File: src/rtl/csd_pkg.sv
// constants and carriers for the channel status and divider registers
package csd_pkg;
  localparam int unsigned AW          = 8;
  localparam int unsigned NCH         = 4;
  localparam int unsigned NERR        = 6;
  // register indices; byte address is four times the index
  localparam logic [5:0] IDX_CH3_DIV  = 6'h17;
  localparam logic [5:0] IDX_STATUS   = 6'h18;
  localparam logic [5:0] IDX_ROUTE    = 6'h19;
  localparam logic [5:0] IDX_CONV_CFG = 6'h1c;
  localparam int unsigned IDX_LSB     = 2;
  // divider fields
  localparam int unsigned SIN_LSB     = 12;
  localparam int unsigned SIN_MSB     = 15;
  localparam int unsigned REF_MSB     = 9;
  localparam logic [15:0] DIV_RST     = 16'h0000;
  // status fields; error type i sits at ERR_LSB+i (0 zero count .. 5 under-range)
  localparam int unsigned SRC_LSB     = 14;
  localparam int unsigned ERR_LSB     = 8;
  localparam int unsigned RDY_BIT     = 6;
  // routing: error type i enabled by bit ROUTE_ERR_LSB+i, ready by ROUTE_RDY
  localparam int unsigned ROUTE_ERR_LSB = 2;
  localparam int unsigned ROUTE_RDY   = 0;
  localparam logic [7:0]  ROUTE_WMASK = 8'hfd;
  // conversion sequencing: bit 0 sequential, 2:1 single channel, 7:4 active mask
  localparam int unsigned CFG_SEQ     = 0;
  localparam int unsigned CFG_SEL_LSB = 1;
  localparam int unsigned CFG_ACT_LSB = 4;
  localparam logic [7:0]  CFG_WMASK   = 8'hf7;
  localparam logic [3:0]  MASK_TWO    = 4'h3;
  localparam logic [3:0]  MASK_FOUR   = 4'hf;

  // events from the conversion core, one bit per channel, one-cycle pulses
  typedef struct packed {
    logic [3:0]           done;
    logic [NERR-1:0][3:0] err;
  } csd_evt_s;
endpackage

File: src/rtl/csd_regs.sv
// status flag latching and channel three divider register behind apb
`timescale 1ns/1ps
module csd_regs #(
  parameter bit FOUR_CH = 1'b1
) (
  // clock and reset
  input  wire logic              pclk,
  input  wire logic              presetn,
  // apb slave
  input  wire logic              psel,
  input  wire logic              penable,
  input  wire logic              pwrite,
  input  wire logic [csd_pkg::AW-1:0] paddr,
  input  wire logic [31:0]       pwdata,
  input  wire logic [3:0]        pstrb,
  output logic                   pready,
  output logic [31:0]            prdata,
  output logic                   pslverr,
  // conversion core
  input  wire csd_pkg::csd_evt_s ev,
  input  wire logic [3:0]        result_upper_rd,
  output logic [3:0]             ch3_sensor_in_div,
  output logic [9:0]             ch3_ref_div,
  output logic                   ch3_div_invalid,
  // interrupt pin
  output logic                   irq_n_pin
);

  function automatic logic [1:0] first_ch(input logic [3:0] m);
    first_ch = 2'h0;
    for (int i = 3; i >= 0; i--) begin
      if (m[i]) begin
        first_ch = i[1:0];
      end
    end
  endfunction

  function automatic logic [3:0] rev4(input logic [3:0] v);
    rev4 = {v[0], v[1], v[2], v[3]};
  endfunction

  logic [15:0]           div_r,    div_nxt;
  logic [7:0]            route_r,  route_nxt;
  logic [7:0]            cfg_r,    cfg_nxt;
  logic [csd_pkg::NERR-1:0] err_r, err_nxt;
  logic [1:0]            src_r,    src_nxt;
  logic                  rdy_r,    rdy_nxt;
  logic [3:0]            pend_r,   pend_nxt;
  logic [3:0]            seen_r,   seen_nxt;
  logic [31:0]           prdata_r, prdata_nxt;
  logic                  bad_r,    bad_nxt;
  logic                  irq_n_r,  irq_n_nxt;

  logic [3:0]            chmask;
  logic [3:0]            done;
  logic [3:0]            err_ch;
  logic [csd_pkg::NERR-1:0] hit;
  logic [csd_pkg::NERR-1:0] err_keep;
  logic [5:0]            idx;
  logic                  setup;
  logic                  acc;
  logic                  rd_stat;
  logic                  msb_clr;
  logic                  fresh;
  logic [3:0]            act;
  logic [3:0]            all_seen;
  logic [15:0]           status_word;

  assign chmask = FOUR_CH ? csd_pkg::MASK_FOUR : csd_pkg::MASK_TWO;
  assign idx    = paddr[csd_pkg::AW-1:csd_pkg::IDX_LSB];
  assign setup  = psel & ~penable;
  assign acc    = psel & penable;
  assign done   = ev.done & chmask;
  // read side effects act only on the snapshot already handed out
  assign rd_stat = acc & ~pwrite & ~bad_r & (idx == csd_pkg::IDX_STATUS);
  assign msb_clr = |(result_upper_rd & chmask & (4'h1 << src_r));
  assign act     = cfg_r[csd_pkg::CFG_ACT_LSB +: 4] & chmask;
  assign all_seen = seen_r | done;

  assign status_word = {src_r, err_r, 1'b0, rdy_r, 2'h0, rev4(pend_r)};

  // error latching and source channel
  always_comb begin
    err_ch = 4'h0;
    for (int i = 0; i < csd_pkg::NERR; i++) begin
      hit[i] = (|(ev.err[i] & chmask)) & route_r[csd_pkg::ROUTE_ERR_LSB + i];
      if (hit[i]) begin
        err_ch = err_ch | (ev.err[i] & chmask);
      end
    end
    err_keep = err_r;
    if (rd_stat) begin
      err_keep = err_r & ~prdata_r[csd_pkg::ERR_LSB +: csd_pkg::NERR];
    end
    if (msb_clr) begin
      err_keep = '0;
    end
    err_nxt = err_keep | hit;
    src_nxt = src_r;
    if (err_keep == '0) begin
      src_nxt = (hit != '0) ? first_ch(err_ch) : 2'h0;
    end
  end

  // data ready tracking
  always_comb begin
    if (cfg_r[csd_pkg::CFG_SEQ]) begin
      fresh    = (act != 4'h0) && ((all_seen & act) == act);
      seen_nxt = fresh ? 4'h0 : (all_seen & act);
    end else begin
      fresh    = done[cfg_r[csd_pkg::CFG_SEL_LSB +: 2]];
      seen_nxt = 4'h0;
    end
    rdy_nxt = rdy_r;
    if (rd_stat && prdata_r[csd_pkg::RDY_BIT]) begin
      rdy_nxt = 1'b0;
    end
    if (fresh && route_r[csd_pkg::ROUTE_RDY]) begin
      rdy_nxt = 1'b1;
    end
    pend_nxt  = ((pend_r & ~result_upper_rd) | done) & chmask;
    irq_n_nxt = ~((|err_nxt) | rdy_nxt);
  end

  // apb decode; status has no write path, writes to it are dropped
  always_comb begin
    div_nxt    = div_r;
    route_nxt  = route_r;
    cfg_nxt    = cfg_r;
    prdata_nxt = prdata_r;
    bad_nxt    = bad_r;
    if (setup) begin
      bad_nxt    = 1'b0;
      prdata_nxt = 32'h0;
      if (paddr[csd_pkg::IDX_LSB-1:0] != '0) begin
        bad_nxt = 1'b1;
      end else begin
        case (idx)
          csd_pkg::IDX_CH3_DIV:  prdata_nxt = {16'h0, div_r};
          csd_pkg::IDX_STATUS:   prdata_nxt = {16'h0, status_word};
          csd_pkg::IDX_ROUTE:    prdata_nxt = {24'h0, route_r};
          csd_pkg::IDX_CONV_CFG: prdata_nxt = {24'h0, cfg_r};
          default:               bad_nxt    = 1'b1;
        endcase
      end
    end
    if (acc && pwrite && !bad_r) begin
      case (idx)
        csd_pkg::IDX_CH3_DIV: begin
          // reserved bits 11:10 are stored as written
          if (pstrb[0]) div_nxt[7:0]  = pwdata[7:0];
          if (pstrb[1]) div_nxt[15:8] = pwdata[15:8];
        end
        csd_pkg::IDX_ROUTE: begin
          if (pstrb[0]) route_nxt = pwdata[7:0] & csd_pkg::ROUTE_WMASK;
        end
        csd_pkg::IDX_CONV_CFG: begin
          if (pstrb[0]) cfg_nxt = pwdata[7:0] & csd_pkg::CFG_WMASK;
        end
        default: begin
          div_nxt = div_r;
        end
      endcase
    end
  end

  always_ff @(posedge pclk or negedge presetn) begin
    if (!presetn) begin
      div_r    <= csd_pkg::DIV_RST;
      route_r  <= 8'h00;
      cfg_r    <= 8'h00;
      err_r    <= '0;
      src_r    <= 2'h0;
      rdy_r    <= 1'b0;
      pend_r   <= 4'h0;
      seen_r   <= 4'h0;
      prdata_r <= 32'h0;
      bad_r    <= 1'b0;
      irq_n_r  <= 1'b1;
    end else begin
      div_r    <= div_nxt;
      route_r  <= route_nxt;
      cfg_r    <= cfg_nxt;
      err_r    <= err_nxt;
      src_r    <= src_nxt;
      rdy_r    <= rdy_nxt;
      pend_r   <= pend_nxt;
      seen_r   <= seen_nxt;
      prdata_r <= prdata_nxt;
      bad_r    <= bad_nxt;
      irq_n_r  <= irq_n_nxt;
    end
  end

  // zero-wait slave: data was captured in the setup cycle
  assign pready  = acc;
  assign prdata  = prdata_r;
  assign pslverr = acc & bad_r;
  assign irq_n_pin = irq_n_r;
  assign ch3_sensor_in_div = div_r[csd_pkg::SIN_MSB:csd_pkg::SIN_LSB];
  assign ch3_ref_div       = div_r[csd_pkg::REF_MSB:0];
  // zero dividers are reserved; flagged so the core can hold off
  assign ch3_div_invalid   = (ch3_sensor_in_div == 4'h0) | (ch3_ref_div == 10'h0);
endmodule // csd_regs

File: config.mk
export PLATFORM = sky130hd
export DESIGN_NAME = csd_regs
export DESIGN_NICKNAME = d
export VERILOG_FILES = /design/src/rtl/csd_pkg.sv /design/src/rtl/csd_regs.sv
export SDC_FILE = /design/constraint.sdc
export NUM_CORES = 1
export LEC_CHECK = 0
export ABC_AREA = 1
export BUFFER_PORTS_ARGS = -buffer_cell sky130_fd_sc_hd__buf_2
export CORE_ASPECT_RATIO = 0.5
export CORE_MARGIN = 4
export CORE_UTILIZATION = 50
export DETAILED_ROUTE_END_ITERATION = 6
export PLACE_DENSITY = 0.92
export SLEW_MARGIN = 5
export SYNTH_ARGS = -nofsm -noshare
export SYNTH_HDL_FRONTEND = slang
export SYNTH_SLANG_ARGS = --single-unit
File: constraint.sdc
create_clock -name pclk -period 1.4 [get_ports pclk]
set_input_delay 0.28 -clock pclk [delete_from_list [all_inputs] [get_ports pclk]]
set_output_delay 0.28 -clock pclk [all_outputs]
set_load 0.02 [all_outputs]
==> metrics.cfg, run 1 <==
[worst_setup_path]
cp-end-kind=output port
critPathMaxFanout=2
crit_arrival_ps=1680
timing.critical_path.required_ps=1120
startpoint_type=flip-flop
critPathKind=flip-flop to output port
rr_worst_depth=9

[global_route]
use_met1=0.308
met3_usage=0.0717
track_usage=0.257
grt_pass1_wl_um=17300
grt_max_degree=29
grtUsageMet2=0.440
antenna_found_initial=0
grt-busiest-layer=met2
grt_pass1_vias=3595
grt-ovfl-total=0

[drt]
route.detailed.drc=5
dr_total_vias=3815
wl_um=11800
wl_per_cell_um=16.9
firstDrtPassIters=7
routed_via_density=5.47
drtIter0Drc=499
ant_nets=0

[synth]
synthAdderAreaFrac=0
synth_top_family_by_area=simple AND/OR/NAND/NOR gates
synth_top_cells_by_area=dfrtp_1 45%, nand2_1 16%, buf_4 6.9%, inv_1 5.1%, nor2_1 3.9%
synth-async-reset-ratio=1.00
synth_compound_area_frac=0.105
yosysTopAreaCellShare=0.446
synthXorXnorAreaFrac=0
yosysSeqAreaShare=0.454
syn_area_um2=3590
synthMuxAreaShare=0.0251
synth_cell_types=32
ys.flop_type=dfrtp_1
syn_avg_cell_area_um2=7.68
synth_top_area_cell=dfrtp_1
yosys.area_share.simple=0.284
synth_cells=467
synth_edf_count=0
synth.ff_latch_count=65
ys_warn_count=0

[final_layout]
areaGrowthSynthToFinish_pct=35.8
drive_above_1_share=0.372
diodes=0
multi_input_area_um2=1710
nFillCells=448
register_area_um2=1630
nets=681

[min_path]
min_delay_path_depth=2
min_path_type=input port to flip-flop

[die]
std_cell_rows=21
io_pins=131
design.core.area_um2=6830
die_w_um=128
initial_utilization=0.525
dieArea_um2=8680
dieHeight_um=67.9

[clock_tree]
cts-buffers-inserted=9
cts_tree=built
root_buffer=clkbuf_16
cts.clk_slew.worst_paths_ps=50
ctsLongestPathBuffers=2
clkSinkCount=65
htreeDepth=3
clock_latency_ps=340

[placement]
place.gp.congestion=0.898
dpl.hpwl_um=7710
portBuffers=96

[sta]
hold_ws_ps=158
tns_ps=-1160
slew_viol_final=0
clock_skew_ps=3.68
setup_slack_ps=-564
period_share=1.40
hold_violations=0
max_freq_mhz=509
setup_viol=5
min_period_ps=1960
rsz0062_at_grt=true

[power]
power.density_nw_per_um2=958
power_mw=4.67
ir_worst_vdd_v=0.000619
leakage_nw=2.64

[job]
cap_violations=0

[outcome]
outcome=finished with violations
violations=design-rule violations, negative setup slack

critical path, cell delays in order (launching register included):
cell and delay (ps):
dfrtp_1 390, nor4_2 300, buf_4 170, nand4_1 180
o41ai_2 100, buf_2 210
kinds of logic after synthesis:
group                  count (synthesis)
other                                  1
buffers and inverters                 90
multiplexers                           8
AO/OA/AOI/OAI                         66
AND/OR/NAND/NOR                      237
flip-flops                            65
registers in the layout, indices dropped and copies added, names as in the netlist:
name       count
div_r         16
prdata        16
cfg_r          7
route_r        7
err_r          6
pend_r         4
seen_r         4
src_r          2
bad_r          1
irq_n_pin      1
rdy_r          1
area by class of cell:
| cell class | count | area share |
|---|---|---|
| repair buffers | 143 | 0.184 |
| clock buffers | 11 | 0.0498 |
| multi-input cells | 327 | 0.351 |
| well taps | 92 | 0.0236 |
| inverters | 54 | 0.0416 |
| clock inverters | 5 | 0.0162 |
| flip-flops and latches | 65 | 0.334 |
power breakdown:
part | switching [mW] | leakage [nW] | internal [mW] | total (mW)
logic | 0.225 | 1.60 | 0.129 | 0.354
registers | 0.00507 | 0.882 | 1.89 | 1.89
clock network | 0.819 | 0.159 | 1.60 | 2.42
metal layers:
metal | part of all wire | vias up
met5 | 0 | -
met4 | 0.036 | 0
met3 | 0.10 | 62
met2 | 0.48 | 246
met1 | 0.38 | 1800
li1 | - | 1707
synthesized netlist by cell type (3+ instances only):
cell type,count
o21bai_1,3
o21ai_1,19
dfrtp_1,64
o22ai_1,5
nor2_1,37
nor3_1,4
nor2_2,3
nand2_2,7
buf_4,33
o21ai_2,7
inv_1,49
inv_2,5
nand3_1,22
a21oi_1,8
mux2_2,7
nand4_1,4
o21ai_0,22
nand2_1,152
metrics by stage:
step	area, um2	util	worst slack, ps	cells
2_1_floorplan	3650	-	110	482
3_3_place_gp	4330	0.634	-140	676
3_5_place_dp	4330	0.634	-207	676
4_1_cts	4720	0.691	-508	695
5_1_grt	4870	0.713	-627	697
6_report	4870	0.713	-564	697
path summary, 6_finish.rpt:
check	start	slack, ps	to
setup / recovery	div_r[4]	-560	ch3_div_invalid
hold / removal	pwdata[9]	160	div_r[9]
setup reg to reg	bad_r	-250	src_r[1]
hold reg to reg	prdata[15]	470	prdata[15]
max in group asynchronous	presetn	430	irq_n_pin
min in group asynchronous	presetn	420	div_r[0]
placed cells by master (no fill, tap or decap), types with 6 or more instances in the layout:
cell	instances
a21oi_1	8
buf_2	95
buf_4	39
clkbuf_16	9
conb_1	16
dfrtp_1	64
inv_1	47
inv_2	7
mux2_2	7
nand2_1	144
nand2_2	12
nand3_1	15
nand3_2	6
nor2_1	30
nor2_4	7
o21ai_0	20
o21ai_1	18
o21ai_2	10
repair_timing:
action,in CTS,in global routing
setup endpoints to repair,23,32
hold buffers,1,0
endpoints found under the hold margin,16,0
buffers inserted,2,3
resized for setup,15,34
pin swaps,6,3
No activity file was read; power rests on OpenSTA's default activity.
==> run 2, diff against run 1 <==
--- a/config.mk
+++ b/config.mk
@@ -6,12 +6,13 @@
 export NUM_CORES = 1
 export LEC_CHECK = 0
 export ABC_AREA = 1
-export BUFFER_PORTS_ARGS = -buffer_cell sky130_fd_sc_hd__buf_2
+export CAP_MARGIN = 30
 export CORE_ASPECT_RATIO = 0.5
 export CORE_MARGIN = 4
-export CORE_UTILIZATION = 50
+export CORE_UTILIZATION = 60
 export DETAILED_ROUTE_END_ITERATION = 6
-export PLACE_DENSITY = 0.92
+export DONT_BUFFER_PORTS = 1
+export PLACE_DENSITY = 0.87
 export SLEW_MARGIN = 5
 export SYNTH_ARGS = -nofsm -noshare
 export SYNTH_HDL_FRONTEND = slang
==> metrics.cfg, run 2 (same netlist as run 1, synthesis figures left out) <==
[power]
leakage_nw=2.18  ; -17%
swShare=0.223  ; -0.00165
power_mw=4.33  ; -7.4%
intPower_mw=3.36  ; -7.2%
p_clk_frac=0.523  ; +0.005
p_comb_frac=0.039  ; -0.037
p_switching_mw=0.965  ; -8.1%
sequentialPowerShare=0.438  ; +0.032
ir_worst_vdd_v=0.000611  ; -1.2%
power.density_nw_per_um2=1030  ; +7.4%

[final_layout]
nFillCells=402  ; -10%
diodes=0  ; unchanged
multi_input_area_um2=1650  ; -3.4%
final_common_cell=nand2_1
stdcell_area_um2=4200  ; -14%
areaGrowthSynthToFinish_pct=17.2
drive_above_1_share=0.226  ; -0.146
nets=581  ; -15%
register_area_um2=1630  ; unchanged
final_cell_mix=146 x nand2_1, 64 x dfrtp_1, 48 x inv_1

[sta]
hold_violations=65  ; +65
tns_ps=-412  ; +744 ps
slew_viol_final=0  ; unchanged
min_period_ps=1740  ; -226 ps
rsz0062_at_grt=true
period_share=1.24  ; -0.161
hold_ws_ps=-360  ; -518 ps
setup_viol=3  ; -2
max_freq_mhz=575  ; +13%
clock_skew_ps=5.80  ; +2.13 ps
setup_slack_ps=-338  ; +226 ps

[die]
initial_utilization=0.637  ; +0.112
io_pins=131  ; unchanged
dieHeight_um=62.7  ; -7.7%
die_w_um=117  ; -8.2%
design.core.area_um2=5630  ; -18%
std_cell_rows=19  ; -9.5%
dieArea_um2=7360  ; -15%

[worst_setup_path]
startpoint_type=flip-flop
timing.critical_path.required_ps=1120  ; about the same
r2r-start=bad_r
crit_start=div_r[4]
critPathMaxFanout=2  ; unchanged
critPathKind=flip-flop to output port
crit_arrival_ps=1460  ; -220 ps
cp-end-kind=output port

[global_route]
track_usage=0.265  ; +0.00799
grt_pass1_wl_um=15300  ; -12%
grt-ovfl-total=0  ; unchanged
grt_pass1_vias=3106  ; -14%
grt_max_degree=66  ; +130%
antenna_found_initial=0  ; unchanged

[drt]
route.detailed.drc=0  ; -5
firstDrtPassIters=5  ; -2
dr_wl_met3_um=1290  ; +5.7%
dr_total_vias=3218  ; -16%
routed_via_density=5.57  ; +1.7%
wl_met2_um=4420  ; -21%
wl_per_cell_um=16.8  ; -0.32%
wl_um=9740  ; -17%
drtIter0Drc=296  ; -41%
m1WireLength_um=3840  ; -15%
ant_nets=0  ; unchanged
maxUsedRoutingLayer=met4

[placement]
portBuffers=0  ; -100%
dpl.hpwl_um=7080  ; -8.2%
placed_area_um2=3780  ; -13%
place.gp.congestion=0.856  ; -4.6%

[clock_tree]
cts.clk_slew.worst_paths_ps=50  ; about the same
cts_tree=built
clkSinkCount=65  ; unchanged
ctsLongestPathBuffers=2  ; unchanged
cts-buffers-inserted=9  ; unchanged
root_buffer=clkbuf_16
clock_latency_ps=330  ; about the same
htreeDepth=3  ; unchanged

[outcome]
outcome=finished with violations
violations=negative hold slack, negative setup slack

[job]
cap_violations=0  ; unchanged

[min_path]
min_path_type=input port to async pin

[run 2: metrics by stage]
stage | instances | util | setup slack, ps | hold WS [ps]
6_report | 578 | 0.746 | -338 | -360
3_3_place_gp | 560 | 0.672 | 27.4 | -14.1
4_1_cts | 576 | 0.734 | -340 | -365
5_1_grt | 578 | 0.746 | -424 | -376
2_1_floorplan | 482 | - | 110 | -15.6
3_5_place_dp | 560 | 0.672 | -25.8 | -14.5
[run 2: layer usage]
layer | vias to the layer above | GRT usage
met5 | - | 0
met4 | 0 | 0.0643
met3 | 21 | 0.126
met2 | 181 | 0.424
met1 | 1513 | 0.327
li1 | 1503 | -
[run 2: final timing paths]
kind,to,slack (ps),depth (start not counted)
setup / recovery,ch3_div_invalid,-340,4
hold / removal,cfg_r[1],-360,0
setup reg to reg,src_r[0],-40,9
hold reg to reg,route_r[0],500,2
max in group asynchronous,irq_n_pin,1550,0
min in group pclk,pend_r[1],40,1
[run 2: final cells by class]
type / instances / area share
inverter: 54 / 0.0482
clock buffer: 10 / 0.0568
clock inverter: 6 / 0.0161
timing repair buffer: 43 / 0.0768
sequential: 65 / 0.387
multi-input combinational: 327 / 0.393
tap: 73 / 0.0217
[run 2: what timing repair did]
action / in CTS / in global routing
gates resized for setup: 14 / 11
buffers inserted: 0 / 2
endpoints found under the hold margin: 65 / 65
endpoints found under the setup margin: 9 / 20
pin swaps: 6 / 6
cloned: 0 / 0
[run 2: power groups by stage]
| stage | sequential (mW) | clock [mW] | combinational (mW) |
|---|---|---|---|
| 2_1_floorplan | 1.93 | 0 | 0.158 |
| 3_3_place_gp | 1.93 | 0 | 0.153 |
| 3_5_place_dp | 1.93 | 0 | 0.157 |
| 4_1_cts | 1.89 | 2.28 | 0.163 |
| 5_1_grt | 1.89 | 2.37 | 0.183 |
| 6_report | 1.89 | 2.26 | 0.167 |
[run 2: worst max-delay path, cell delays in order (launching register included)]
cell and delay (ps):
dfrtp_1 380, nor4_2 270, buf_4 170, nand4_1 160, o41ai_4 140
==> run 3, diff against run 2 <==
--- a/config.mk
+++ b/config.mk
@@ -6,13 +6,14 @@
 export NUM_CORES = 1
 export LEC_CHECK = 0
 export ABC_AREA = 1
-export CAP_MARGIN = 30
+export CELL_PAD_IN_SITES_DETAIL_PLACEMENT = 0
+export CELL_PAD_IN_SITES_GLOBAL_PLACEMENT = 2
 export CORE_ASPECT_RATIO = 0.5
-export CORE_MARGIN = 4
-export CORE_UTILIZATION = 60
+export CORE_MARGIN = 2
+export CORE_UTILIZATION = 34
 export DETAILED_ROUTE_END_ITERATION = 6
 export DONT_BUFFER_PORTS = 1
-export PLACE_DENSITY = 0.87
+export PLACE_DENSITY = 0.89
 export SLEW_MARGIN = 5
 export SYNTH_ARGS = -nofsm -noshare
 export SYNTH_HDL_FRONTEND = slang
==> metrics.cfg, run 3 (same netlist as run 1, synthesis figures left out) <==
[outcome]
outcome=finished with violations
violations=negative hold slack, negative setup slack

[placement]
dpl.hpwl_um=7800  ; +10%
place.gp.congestion=0.788  ; -7.9%
portBuffers=0  ; unchanged
placed_cells=631  ; +13%

[power]
power.density_nw_per_um2=989  ; -3.9%
p_comb_frac=0.038  ; about the same
power_mw=4.27  ; -1.4%
p_clk_frac=0.518  ; -0.005
intPower_mw=3.35  ; -0.23%
leakage_nw=2.18  ; about the same
ir_worst_vdd_v=0.000434  ; -29%
sequentialPowerShare=0.444  ; +0.006
p_switching_mw=0.914  ; -5.3%
swShare=0.214  ; -0.00886

[worst_setup_path]
critPathKind=flip-flop to output port
cp-end-kind=output port
r2r-end=src_r[1]
r2r_setup_slack_ps=-10  ; +30 ps
startpoint_type=flip-flop
rr_worst_depth=9  ; unchanged
crit_arrival_ps=1420  ; -40 ps
critPathMaxFanout=2  ; unchanged
timing.critical_path.required_ps=1120  ; about the same
r2r-start=bad_r

[sta]
period_share=1.22  ; -0.0259
rsz0062_at_grt=true
min_period_ps=1700  ; -36.2 ps
setup_viol=3  ; unchanged
clock_skew_ps=6.01  ; +0.208 ps
tns_ps=-323  ; +88.3 ps
hold_violations=65  ; unchanged
worstMarginPinSlew_ps=584
setup_slack_ps=-302  ; +36.2 ps
max_freq_mhz=588  ; +2.1%
slew_viol_final=0  ; unchanged
max_slew_margin=0.607
hold_ws_ps=-364  ; -3.67 ps

[clock_tree]
cts-buffers-inserted=9  ; unchanged
htreeDepth=3  ; unchanged
clock_latency_ps=330  ; about the same
cts_tree=built
ctsLongestPathBuffers=2  ; unchanged
clkSinkCount=65  ; unchanged
cts.clk_slew.worst_paths_ps=50  ; about the same
root_buffer=clkbuf_16

[die]
die_w_um=149  ; +27%
initial_utilization=0.350  ; -0.287
io_pins=131  ; unchanged
design.core.area_um2=10200  ; +82%
std_cell_rows=26  ; +7
dieHeight_um=76.6  ; +22%
dieArea_um2=11400  ; +56%

[global_route]
grt_max_degree=66  ; unchanged
grt-ovfl-total=0  ; unchanged
antenna_found_initial=0  ; unchanged
grt_pass1_wl_um=15700  ; +2.6%
track_usage=0.183  ; -0.0814
grt_pass1_vias=2950  ; -5.0%

[final_layout]
nFillCells=1066  ; +170%
nets=588  ; +1.2%
final_common_cell=nand2_1
stdcell_count=652  ; +13%
drive_above_1_share=0.238  ; +0.0125
fin_util=0.421  ; -0.325
final_cell_mix=147 x nand2_1, 62 x dfrtp_1, 50 x buf_4
areaGrowthSynthToFinish_pct=20.2
diodes=0  ; unchanged

[drt]
routed_via_density=4.58  ; -18%
drtIter0Drc=189  ; -36%
wl_per_cell_um=15.2  ; -9.8%
firstDrtPassIters=4  ; -1
route.detailed.drc=0  ; unchanged
dr_total_vias=2987  ; -7.2%
wl_um=9910  ; +1.8%
ant_nets=0  ; unchanged

[min_path]
min_path_type=input port to async pin

[job]
cap_violations=0  ; unchanged

==> run 3: cell count changes in the layout (fill, tap and decap cells not counted), sizes merged <==
cell and delta:
buf +7, clkbuf +3, clkinv -1, clkinvlp -2
==> run 3: worst max-delay path by stage <==
| stage | startpoint | endpoint | slack (ps) | cells past startpoint |
|---|---|---|---|---|
| 2_1_floorplan | bad_r | src_r[0] | 110 | 8 |
| 3_3_place_gp | src_r[0] | src_r[0] | -10 | 11 |
| 3_5_place_dp | src_r[0] | src_r[1] | -50 | 11 |
| 4_1_cts | div_r[7] | ch3_div_invalid | -350 | 4 |
| 5_1_grt | div_r[3] | ch3_div_invalid | -400 | 4 |
| 6_report | div_r[7] | ch3_div_invalid | -300 | 4 |
==> run 3: layout make-up <==
class | instances | area [um2] | share of cell area
Multi-Input combinational cell | 327 | 1640 | 0.380
Sequential cell | 65 | 1630 | 0.378
Timing Repair Buffer | 50 | 375 | 0.0870
Clock buffer | 13 | 250 | 0.0580
Inverter | 54 | 203 | 0.0470
Tap cell | 140 | 175 | 0.0406
Clock inverter | 3 | 40.0 | 0.00928
==> run 3: metal layers <==
layer,global-route usage,part of all wire,vias up
li1,-,-,1520
met1,0.257,0.49,1386
met2,0.255,0.42,71
met3,0.0778,0.083,10
met4,0.0514,0.012,0
met5,0,0,-
==> run 3: worst max-delay path, cell delays in order (launching register included) <==
cell and delay [ps]:
dfrtp_1 380, nor4_2 260, buf_4 170, nand4_1 140, o41ai_2 140
==> run 3: metrics by stage <==
stage / area, um2 / worst slack, ps
after floorplan: 3650 / 110
after global placement: 3900 / -13.9
after detailed placement: 3900 / -54.4
after CTS: 4230 / -350
after global routing: 4310 / -397
final: 4310 / -302
==> run 3: power by group through the flow <==
| stage | Combinational, mW | Clock, mW | Sequential [mW] |
|---|---|---|---|
| floorplan | 0.158 | 0 | 1.93 |
| global placement | 0.154 | 0 | 1.93 |
| detailed placement | 0.155 | 0 | 1.93 |
| CTS | 0.159 | 2.26 | 1.90 |
| global route | 0.181 | 2.32 | 1.90 |
| finish | 0.162 | 2.21 | 1.90 |
==> run 3: repair_timing <==
action / CTS / global route
pin swaps: 5 / 5
hold endpoints to repair: 65 / 65
setup buffers: 1 / 4
endpoints found under the setup margin: 7 / 25
resized for setup: 9 / 18
